**src/stepper_pkg.sv**
```systemverilog
package stepper_pkg;

  // register bus geometry
  localparam int ADDR_W = 3;
  localparam int DATA_W = 8;

  // register offsets
  localparam logic [2:0] ADDR_CTRL     = 3'h0;
  localparam logic [2:0] ADDR_PERIOD   = 3'h1;
  localparam logic [2:0] ADDR_FAULT    = 3'h2;
  localparam logic [2:0] ADDR_INT_STAT = 3'h3;
  localparam logic [2:0] ADDR_INT_MASK = 3'h4;

  // control register fields
  localparam int CTRL_CHOP_EN_BIT = 0;
  localparam logic [7:0] CTRL_RESET = 8'h01;

  // chopper period in mclk cycles: 10 MHz / 100 = 100 kHz
  localparam logic [7:0] PERIOD_RESET = 8'h64;
  localparam logic [7:0] PERIOD_MIN   = 8'h04;

  // fault register fields
  localparam int FLT_THERMAL_BIT = 0;
  localparam int FLT_OC0_BIT     = 1;
  localparam int FLT_OC1_BIT     = 2;
  localparam int FLT_SUPPLY_BIT  = 3;
  localparam int FLT_STANDBY_BIT = 4;
  localparam int FLT_OSC_BIT     = 5;

  // interrupt status / mask fields
  localparam int IRQ_W           = 4;
  localparam int IRQ_THERMAL_BIT = 0;
  localparam int IRQ_OC0_BIT     = 1;
  localparam int IRQ_OC1_BIT     = 2;
  localparam int IRQ_SUPPLY_BIT  = 3;
  localparam logic [3:0] INT_MASK_RESET = 4'h0;

  // number of bridge phases
  localparam int PHASES = 2;

  // current set-point codes {level_hi, level_lo}
  localparam logic [1:0] SP_FULL = 2'h3;
  localparam logic [1:0] SP_71   = 2'h2;
  localparam logic [1:0] SP_38   = 2'h1;
  localparam logic [1:0] SP_ZERO = 2'h0;

  // set-point in percent of full current
  localparam logic [6:0] PCT_FULL = 7'h64;
  localparam logic [6:0] PCT_71   = 7'h47;
  localparam logic [6:0] PCT_38   = 7'h26;
  localparam logic [6:0] PCT_ZERO = 7'h00;

  // chopper phase states
  typedef enum logic [1:0] {
    CHOP_ON  = 2'b01,
    CHOP_OFF = 2'b10
  } chop_state_type;

endpackage

```
**src/phase_if.sv**
```systemverilog
`timescale 1ns/1ps
interface phase_if;
  logic       dir;
  logic       lvl_hi;
  logic       lvl_lo;
  logic       drive_en;
  logic       pos;
  logic       neg;
  logic       pos_oe;
  logic       neg_oe;
  logic [1:0] sp_code;
  logic [6:0] sp_pct;

  modport ctrl (
    output dir, lvl_hi, lvl_lo, drive_en,
    input  pos, neg, pos_oe, neg_oe, sp_code, sp_pct
  );
  modport bridge (
    input  dir, lvl_hi, lvl_lo, drive_en,
    output pos, neg, pos_oe, neg_oe, sp_code, sp_pct
  );
endinterface

```
**src/phase_bridge.sv**
```systemverilog
`timescale 1ns/1ps
module phase_bridge
  import stepper_pkg::*;
(
  input  wire logic mclk_in,
  input  wire logic nrst_in,
  input  wire logic clk_en_in,
  phase_if.bridge   bus
);

  logic [1:0] code;

  // percent value of a set-point code
  function automatic logic [6:0] pct_of(input logic [1:0] c);
    case (c)
      SP_FULL: pct_of = PCT_FULL;
      SP_71:   pct_of = PCT_71;
      SP_38:   pct_of = PCT_38;
      default: pct_of = PCT_ZERO;
    endcase
  endfunction

  // RULE1 level pair decode
  assign code = {bus.lvl_hi, bus.lvl_lo};

  // set-point registers follow the level inputs even when driving is off
  always_ff @(posedge mclk_in or negedge nrst_in) begin
    if (!nrst_in) begin
      bus.sp_code <= SP_ZERO;
      bus.sp_pct  <= PCT_ZERO;
    end else if (clk_en_in) begin
      bus.sp_code <= code;
      bus.sp_pct  <= pct_of(code);
    end
  end

  // bridge output stage, registered so no decode glitch reaches the pins
  always_ff @(posedge mclk_in or negedge nrst_in) begin
    if (!nrst_in) begin
      bus.pos    <= 1'b0;
      bus.neg    <= 1'b0;
      bus.pos_oe <= 1'b0;
      bus.neg_oe <= 1'b0;
    end else if (clk_en_in) begin
      // RULE2 direction sets polarity
      bus.pos <= bus.dir;
      bus.neg <= ~bus.dir;
      // RULE3 zero level floats both
      bus.pos_oe <= bus.drive_en && (code != SP_ZERO);
      bus.neg_oe <= bus.drive_en && (code != SP_ZERO);
    end
  end

endmodule

```
**src/stepper_ctrl.sv**
```systemverilog
// Summary of operation
// RULE1 - level pair per phase selects 100%, 71%, 38% or zero current
// RULE2 - direction high drives positive high, negative low; low reverses both
// RULE3 - both levels low puts that phase's outputs in high impedance
// RULE4 - standby low stops the chopper oscillator and every output driver
// RULE5 - thermal trip switches all outputs off and latches the fault
// RULE6 - thermal latch clears only on reset or standby high-low-high
// RULE7 - any supply monitor reporting low holds all outputs off
// RULE8 - per-phase overcurrent turns off only that phase and latches
// RULE9 - overcurrent latch clears only on standby high-low-high
// RULE10 - host drives inputs only once motor supply is in range
// RULE11 - each period turn bridge on, off at set-point until next period
// RULE12 - record standby low, clear all latches on return to high
//
// The address-and-strobe port and the register addresses were left to the implementer.
`timescale 1ns/1ps
module stepper_ctrl
  import stepper_pkg::*;
(
  input  wire logic              mclk_in,
  input  wire logic              nrst_in,
  input  wire logic              clk_en_in,
  input  wire logic              standby_n_in,
  input  wire logic              direction_first_in,
  input  wire logic              direction_second_in,
  input  wire logic              level_in_first_coil_hi_in,
  input  wire logic              level_in_first_coil_lo_in,
  input  wire logic              level_in_second_coil_hi_in,
  input  wire logic              level_in_second_coil_lo_in,
  input  wire logic              thermal_trip_in,
  input  wire logic [1:0]        overcurrent_trip_in,
  input  wire logic              motor_supply_ok_in,
  input  wire logic              logic_supply_ok_in,
  input  wire logic [1:0]        sense_reached_in,
  input  wire logic [ADDR_W-1:0] reg_addr_in,
  input  wire logic [DATA_W-1:0] reg_wdata_in,
  input  wire logic              reg_wr_in,
  input  wire logic              reg_rd_in,
  output logic [DATA_W-1:0]      reg_rdata_out,
  output logic [1:0]             pos_out,
  output logic [1:0]             pos_oe_out,
  output logic [1:0]             neg_out,
  output logic [1:0]             neg_oe_out,
  output logic [3:0]             setpoint_code_out,
  output logic [13:0]            setpoint_pct_out,
  output logic                   chopper_osc_pin_out,
  output logic                   irq_out
);

  // software registers
  logic [DATA_W-1:0] ctrl_ff;
  logic [DATA_W-1:0] period_ff;
  logic [IRQ_W-1:0]  int_stat_ff;
  logic [IRQ_W-1:0]  int_mask_ff;
  logic [DATA_W-1:0] rdata_ff;

  // protection state
  logic              thermal_lat_ff;
  logic [1:0]        oc_lat_ff;
  logic              standby_low_seen_ff;
  logic              supply_ok_ff;
  logic              fault_clr;
  logic              supply_ok;
  logic              nxt_thermal_lat;
  logic [1:0]        nxt_oc_lat;

  // chopper state
  logic [DATA_W-1:0] osc_cnt_ff;
  logic              osc_ff;
  logic [DATA_W-1:0] period_eff;
  logic              period_start;
  logic              chop_en;
  logic              osc_wrap;

  // events and bus decode
  logic [IRQ_W-1:0]  events;
  logic [IRQ_W-1:0]  w1c;
  logic              wr_int_stat;
  logic [DATA_W-1:0] fault_view;
  logic [DATA_W-1:0] nxt_rdata;
  logic              wr_ctrl;
  logic              wr_period;
  logic              wr_mask;

  logic [PHASES-1:0] dir_vec;
  logic [PHASES-1:0] hi_vec;
  logic [PHASES-1:0] lo_vec;

  phase_if ph_bus [PHASES] ();

  assign dir_vec = {direction_second_in, direction_first_in};
  assign hi_vec  = {level_in_second_coil_hi_in, level_in_first_coil_hi_in};
  assign lo_vec  = {level_in_second_coil_lo_in, level_in_first_coil_lo_in};

  // monitors do not latch; drive returns once both are good
  // RULE7 both monitors must report good
  assign supply_ok = motor_supply_ok_in & logic_supply_ok_in;

  // a standby pulse shorter than one clock goes unseen
  // RULE12 clear on standby return high
  assign fault_clr = standby_n_in & standby_low_seen_ff;

  // a new trip in the clearing cycle wins over the clear
  // RULE6 thermal latch release
  assign nxt_thermal_lat = thermal_trip_in | (thermal_lat_ff & ~fault_clr);
  // RULE9 overcurrent latch release
  assign nxt_oc_lat = overcurrent_trip_in | (oc_lat_ff & {PHASES{~fault_clr}});

  // standby watcher
  always_ff @(posedge mclk_in or negedge nrst_in) begin
    if (!nrst_in) begin
      standby_low_seen_ff <= 1'b0;
    end else if (clk_en_in) begin
      // RULE12 remember low level
      if (!standby_n_in) begin
        standby_low_seen_ff <= 1'b1;
      end else begin
        standby_low_seen_ff <= 1'b0;
      end
    end
  end

  // thermal latch; only reset is a power-on restart here
  always_ff @(posedge mclk_in or negedge nrst_in) begin
    if (!nrst_in) begin
      thermal_lat_ff <= 1'b0;
    end else if (clk_en_in) begin
      // RULE5 latch thermal fault
      thermal_lat_ff <= nxt_thermal_lat;
    end
  end

  // per-phase overcurrent latches
  always_ff @(posedge mclk_in or negedge nrst_in) begin
    if (!nrst_in) begin
      oc_lat_ff <= 2'h0;
    end else if (clk_en_in) begin
      // RULE8 latch per phase
      oc_lat_ff <= nxt_oc_lat;
    end
  end

  // previous supply level, for the dropout event
  always_ff @(posedge mclk_in or negedge nrst_in) begin
    if (!nrst_in) begin
      supply_ok_ff <= 1'b0;
    end else if (clk_en_in) begin
      supply_ok_ff <= supply_ok;
    end
  end

  // too short a period would leave no on-time at all
  assign period_eff = (period_ff < PERIOD_MIN) ? PERIOD_MIN : period_ff;
  assign chop_en    = ctrl_ff[CTRL_CHOP_EN_BIT];

  // last count of the period, shared by counter and pin
  assign osc_wrap = osc_cnt_ff >= period_eff - 8'h01;

  // chopper oscillator counter
  always_ff @(posedge mclk_in or negedge nrst_in) begin
    if (!nrst_in) begin
      osc_cnt_ff <= 8'h00;
    end else if (clk_en_in) begin
      // RULE4 standby stops oscillator
      if (!standby_n_in || !chop_en) begin
        osc_cnt_ff <= 8'h00;
      end else if (osc_wrap) begin
        osc_cnt_ff <= 8'h00;
      end else begin
        osc_cnt_ff <= osc_cnt_ff + 8'h01;
      end
    end
  end

  // oscillator pin, high for the first half of each period
  always_ff @(posedge mclk_in or negedge nrst_in) begin
    if (!nrst_in) begin
      osc_ff <= 1'b0;
    end else if (clk_en_in) begin
      // RULE4 pin quiet in standby
      if (!standby_n_in || !chop_en) begin
        osc_ff <= 1'b0;
      end else if (osc_wrap) begin
        osc_ff <= 1'b1;
      end else begin
        osc_ff <= (osc_cnt_ff + 8'h01) < {1'b0, period_eff[7:1]};
      end
    end
  end

  assign period_start = standby_n_in && chop_en && (osc_cnt_ff == 8'h00);
  assign chopper_osc_pin_out = osc_ff;

  genvar gi;
  generate
    for (gi = 0; gi < PHASES; gi++) begin : g_phase

      // chopper state kept per phase so each has a single driver
      chop_state_type chop_state_ff;

      // per-phase chopper: on at period start, off at set-point
      always_ff @(posedge mclk_in or negedge nrst_in) begin
        if (!nrst_in) begin
          chop_state_ff <= CHOP_OFF;
        end else if (clk_en_in) begin
          // RULE11 peak current chopping
          case (chop_state_ff)
            CHOP_OFF: begin
              if (period_start) begin
                chop_state_ff <= CHOP_ON;
              end
            end
            CHOP_ON: begin
              if (!standby_n_in || !chop_en) begin
                chop_state_ff <= CHOP_OFF;
              end else if (sense_reached_in[gi] && !period_start) begin
                chop_state_ff <= CHOP_OFF;
              end
            end
            default: begin
              chop_state_ff <= CHOP_OFF;
            end
          endcase
        end
      end

      assign ph_bus[gi].dir    = dir_vec[gi];
      assign ph_bus[gi].lvl_hi = hi_vec[gi];
      assign ph_bus[gi].lvl_lo = lo_vec[gi];
      // RULE4 standby blocks drivers
      // RULE5 thermal blocks every phase
      // RULE7 supply low blocks drive
      // RULE8 only this phase's latch
      assign ph_bus[gi].drive_en = standby_n_in && supply_ok
                                 && !thermal_lat_ff && !oc_lat_ff[gi]
                                 && (chop_state_ff == CHOP_ON);

      phase_bridge u_bridge (
        .mclk_in   (mclk_in),
        .nrst_in   (nrst_in),
        .clk_en_in (clk_en_in),
        .bus       (ph_bus[gi])
      );

      assign pos_out[gi]    = ph_bus[gi].pos;
      assign neg_out[gi]    = ph_bus[gi].neg;
      assign pos_oe_out[gi] = ph_bus[gi].pos_oe;
      assign neg_oe_out[gi] = ph_bus[gi].neg_oe;
      assign setpoint_code_out[gi*2 +: 2] = ph_bus[gi].sp_code;
      assign setpoint_pct_out[gi*7 +: 7]  = ph_bus[gi].sp_pct;
    end
  endgenerate

  // interrupt events: rising edge of each latch, supply dropout
  assign events[IRQ_THERMAL_BIT] = nxt_thermal_lat & ~thermal_lat_ff;
  assign events[IRQ_OC0_BIT]     = nxt_oc_lat[0] & ~oc_lat_ff[0];
  assign events[IRQ_OC1_BIT]     = nxt_oc_lat[1] & ~oc_lat_ff[1];
  assign events[IRQ_SUPPLY_BIT]  = supply_ok_ff & ~supply_ok;

  assign wr_int_stat = reg_wr_in && (reg_addr_in == ADDR_INT_STAT);
  assign w1c = wr_int_stat ? reg_wdata_in[IRQ_W-1:0] : 4'h0;

  // write decode, one strobe per writable offset
  assign wr_ctrl   = reg_wr_in && (reg_addr_in == ADDR_CTRL);
  assign wr_period = reg_wr_in && (reg_addr_in == ADDR_PERIOD);
  assign wr_mask   = reg_wr_in && (reg_addr_in == ADDR_INT_MASK);

  // control byte, bit 0 enables the chopper
  always_ff @(posedge mclk_in or negedge nrst_in) begin
    if (!nrst_in) begin
      ctrl_ff <= CTRL_RESET;
    end else if (clk_en_in && wr_ctrl) begin
      ctrl_ff <= reg_wdata_in;
    end
  end

  // chopper period; small values are clamped on use, not on write
  always_ff @(posedge mclk_in or negedge nrst_in) begin
    if (!nrst_in) begin
      period_ff <= PERIOD_RESET;
    end else if (clk_en_in && wr_period) begin
      period_ff <= reg_wdata_in;
    end
  end

  // interrupt mask, same layout as the status register
  always_ff @(posedge mclk_in or negedge nrst_in) begin
    if (!nrst_in) begin
      int_mask_ff <= INT_MASK_RESET;
    end else if (clk_en_in && wr_mask) begin
      int_mask_ff <= reg_wdata_in[IRQ_W-1:0];
    end
  end

  // sticky status, set wins over write-one-to-clear
  always_ff @(posedge mclk_in or negedge nrst_in) begin
    if (!nrst_in) begin
      int_stat_ff <= 4'h0;
    end else if (clk_en_in) begin
      int_stat_ff <= events | (int_stat_ff & ~w1c);
    end
  end

  assign irq_out = |(int_stat_ff & int_mask_ff);

  // live fault view for software
  always_comb begin
    fault_view                  = 8'h00;
    fault_view[FLT_THERMAL_BIT] = thermal_lat_ff;
    fault_view[FLT_OC0_BIT]     = oc_lat_ff[0];
    fault_view[FLT_OC1_BIT]     = oc_lat_ff[1];
    fault_view[FLT_SUPPLY_BIT]  = ~supply_ok;
    fault_view[FLT_STANDBY_BIT] = standby_n_in;
    fault_view[FLT_OSC_BIT]     = osc_ff;
  end

  // read multiplexer; zero outside a read so stale data never lingers
  always_comb begin
    nxt_rdata = 8'h00;
    if (reg_rd_in) begin
      case (reg_addr_in)
        ADDR_CTRL:     nxt_rdata = ctrl_ff;
        ADDR_PERIOD:   nxt_rdata = period_ff;
        ADDR_FAULT:    nxt_rdata = fault_view;
        ADDR_INT_STAT: nxt_rdata = {4'h0, int_stat_ff};
        ADDR_INT_MASK: nxt_rdata = {4'h0, int_mask_ff};
        default:       nxt_rdata = 8'h00;
      endcase
    end
  end

  // read data valid only in the cycle after the strobe
  always_ff @(posedge mclk_in or negedge nrst_in) begin
    if (!nrst_in) begin
      rdata_ff <= 8'h00;
    end else if (clk_en_in) begin
      rdata_ff <= nxt_rdata;
    end
  end

  assign reg_rdata_out = rdata_ff;

endmodule

```
**config.mk**
```make
export PLATFORM = sky130hd
export DESIGN_NAME = stepper_ctrl
export DESIGN_NICKNAME = d
export VERILOG_FILES = /design/src/stepper_pkg.sv /design/src/phase_if.sv /design/src/phase_bridge.sv /design/src/stepper_ctrl.sv
export SDC_FILE = /design/constraint.sdc
export NUM_CORES = 1
export LEC_CHECK = 0
export BUFFER_PORTS_ARGS = -buffer_cell sky130_fd_sc_hd__buf_2
export CORE_UTILIZATION = 40
export CTS_CLUSTER_SIZE = 14
export DETAILED_ROUTE_END_ITERATION = 16
export PLACE_DENSITY = 0.7
export SLEW_MARGIN = 25
export SYNTH_ARGS = -nofsm -noshare
export SYNTH_HDL_FRONTEND = slang
export SYNTH_SLANG_ARGS = --single-unit
```
**constraint.sdc**
```tcl
create_clock -name mclk_in -period 4.9 [get_ports mclk_in]
set_input_delay 0.735 -clock mclk_in [delete_from_list [all_inputs] [get_ports mclk_in]]
set_output_delay 0.735 -clock mclk_in [all_outputs]
set_load 0.02 [all_outputs]
```
==> impl_results.md <==
- Status: finished, final reports clean
- Gpl congestion: about 0.89
- Final Hold Fails: 0
- Actual slew at the worst max-slew pin: 0.7792 ns
- Drt pass-1 iters: 4
- Internal: approximately 1.0 mW
- Post-synth EDFFs: 0
- Synth cell count leaders: 64 x dfrtp_1, 40 x nand2_1, 29 x mux2_2, 27 x ha_1, 22 x o21ai_0
- Count of endpoints failing setup in the final report: 0
- Clock Pin Slew Worst Setup and Hold Paths: roughly 0.090 ns
- H-tree depth: 3
- Die Y: 99.29 um
- CP arrival: 3.65 ns
- Register area share after synthesis: between 40% and 50%
- Mapped Cells: 360
- HPWL Detailed: roughly 6300 um
- Die X: 99.29 um
- Slew HR: 47.86%
- Sw Pwr: between 0.5 and 0.6 mW
- Yosys reg bits: 70
- Vias per inst: between 5 and 6
- Most common cell on crit path: ha_1
- Clock skew: ~0.012 ns
- Row Count: 35
- # clock sinks: 70
- Die ar.: 0.009859 sq mm
- Yosys warning total: 0
- Critical setup path kind: reg2reg
- GRT Total Usage: a little under a fifth
- Setup bufs post-CTS: 0
- Hold-fix buffers, CTS: 0
- Cell variety after synth: 49
- Initial antenna violation count: 0
- Post-route minimum period: between 3 and 4 ns
- CP Capture Type: register
- Post-synth top area cell: dfrtp_1
- Number of global-route vias before repair: 2899
- Port bufs: 61
- Async S/R FF share, synth: between 90% and 100%
- Largest net degree at the start of global routing: 39
- Clk pwr share: 28.6%
- WP buf/inv: 0
- TritonCTS Buffers: 9
- Routed Antenna Nets: 0
- Via count: between 2000 and 3000
- Routed WL: roughly 8400 um
- Switching share of power: 33.75%
- I/O pin count: between 60 and 70
- Crit path max fanout: 5
- Combinational Power Share: between 20% and 30%
- Syn-to-layout area delta: 13.71%
- Avg WL per Cell: 15.78 um
- Quantity of gates resized following cts: 0
- Worst path required time: 5.14 ns
- Max_cap viols: 0
- Setup TNS Final: 0 ns
- Crit-path cells: or4_4, or3_4, nand2_1, ha_1, nand4_1, xnor2_1, ha_1, a21o_1, a221o_1, a21oi_1, a2bb2oi_1, o21ai_1
- Max-slew violations: 0
- CTS max path bufs: 2
- Clk_lat worst skew: around 0.35 ns
- Hold WC Path Type: in2async
- Post-Syn Area: approximately 0.0038 sq mm
- PwrDens: 351.6 mW/mm^2
- Ranking of synthesized cells by area: dfrtp_1 42%, ha_1 8.9%, mux2_2 8.6%, dfstp_2 4.2%, nand2_1 4.0%
- Avg Inst Size Synth: 10.52 sq um
- CP top delay family: compound AO/OA/AOI/OAI gates
- Period utilization: 69.43%
- Crit-path max cell delay: around 0.54 ns
- Root Buffer: clkbuf_8
- Cell leakage power: 2.039 nW
- Total grt overflow: 0
- Flop pwr share: between 40 and 50%
- Post-layout nets: about 470
- Maximum vdd drop: between 0.15 and 0.2 mV
- Fmax: roughly 0.29 GHz
- Initial core utilization: 41.17%
- Primary FF master, synth: dfrtp_1
- Cell Area, Placed: 0.004123 sq mm
- N_diodes: 0
- First-pass GRT wire length: about 14000 um
- RSZ-0062 raised after global routing: no
- Most common cell in the synthesized netlist: dfrtp_1
- CTS tree: yes
- Final instance area: ~0.0043 sq mm
- Share of layout cells above drive strength 1: 28.40%
- Core area: between 0.009 and 0.01 sq mm
- DRT iter0 DRCs: roughly 180
- Critical Path Slowest Stage Cell: or4_4
- Top cell type's share of synthesized area: between 40% and 50%
- CP startpoint kind: register
- Residual DRC: 0
==> placed cells by master, fill, tap and decap left out, types with 6 or more instances in the layout <==
cell type and n:
clkbuf_8 9, ha_1 27, nand2_1 40, a21oi_1 13, mux2_2 29, buf_2 61, xnor2_1 9, o2bb2ai_1 8
o21ai_0 22, inv_1 17, nor2_1 17, a22oi_1 10, dfrtp_1 64, nand3_1 14, dfstp_2 6
==> cells by family (layout without fill, tap and decap cells) <==
| kind of cell | after synthesis | after routing | share of synthesized area (%) |
|---|---|---|---|
| compound gates | 79 | 79 | 14.34 |
| xor+xnor | 11 | 11 | 2.545 |
| fa+ha+maj | 27 | 27 | 8.923 |
| buf+inv | 41 | 97 | 5.320 |
| flops | 70 | 70 | 46.46 |
| mux | 34 | 34 | 9.947 |
| other cells | 1 | 4 | 0.09905 |
| simple gates | 97 | 97 | 12.36 |
==> path summary, 6_finish.rpt <==
kind                                              startpoint                           endpoint  slack (ns)  cells after the start
min                                                  nrst_in  g_phase[0].u_bridge.bus.sp_pct[1]        0.44                      1
max reg2reg                                     period_ff[6]                chopper_osc_pin_out        1.50                     12
min reg2reg                g_phase[0].u_bridge.bus.sp_pct[2]  g_phase[0].u_bridge.bus.sp_pct[2]        0.48                      2
min in group mclk_in       g_phase[0].u_bridge.bus.sp_pct[2]  g_phase[0].u_bridge.bus.sp_pct[2]        0.48                      2
max in group asynchronous                            nrst_in                       period_ff[2]        3.48                      2
max                                             period_ff[6]                chopper_osc_pin_out        1.50                     12
==> layout make-up <==
class | count | area [sq um]
fillers | 862 | 4891
multi-input cells | 252 | 1837
flip-flops and latches | 70 | 1759
repair buffers | 63 | 320.3
well taps | 111 | 138.9
clock buffers | 9 | 123.9
inverters | 18 | 67.56
clock inverters | 7 | 58.81
==> power by group through the flow <==
stage	combinational [mW]	sequential, mW	clock (mW)
floorplan	0.232	0.741	0
finish	0.353	0.729	0.433
detailed placement	0.351	0.738	0
global placement	0.342	0.734	0
global route	0.400	0.740	0.466
CTS	0.355	0.728	0.445
==> flip-flops by register name, indices dropped and copies added, names as in the netlist <==
signal	flops
chopper_osc_pin_out	1
ctrl_ff	8
g_phase.chop_state_ff	4
g_phase.u_bridge.bus.neg	2
g_phase.u_bridge.bus.pos	2
g_phase.u_bridge.bus.pos_oe	2
g_phase.u_bridge.bus.sp_code	4
g_phase.u_bridge.bus.sp_pct	10
int_mask_ff	4
int_stat_ff	4
oc_lat_ff	2
osc_cnt_ff	8
period_ff	8
reg_rdata_out	8
standby_low_seen_ff	1
supply_ok_ff	1
thermal_lat_ff	1
==> layer usage <==
layer | wire length [um] | GRT usage (%)
met5 | 0 | 0
met4 | 99 | 5.769
met3 | 484 | 5.622
met2 | 4001 | 29.81
met1 | 3777 | 24.57
==> per-stage QoR <==
stage | power, mW | cells | hold slack [ns] | util, % | worst slack, ns
final | 1.514 | 530 | 0.4380 | 46.82 | 1.498
after global routing | 1.606 | 530 | 0.4931 | 46.82 | 1.269
after CTS | 1.528 | 530 | 0.4474 | 46.82 | 1.484
after detailed placement | 1.089 | 514 | 0.4721 | 44.83 | 1.488
after global placement | 1.076 | 514 | 0.4617 | 44.83 | 1.551
after floorplan | 0.9727 | 363 | 0.4394 | - | 1.718
No activity file was read; power rests on OpenSTA's default activity.
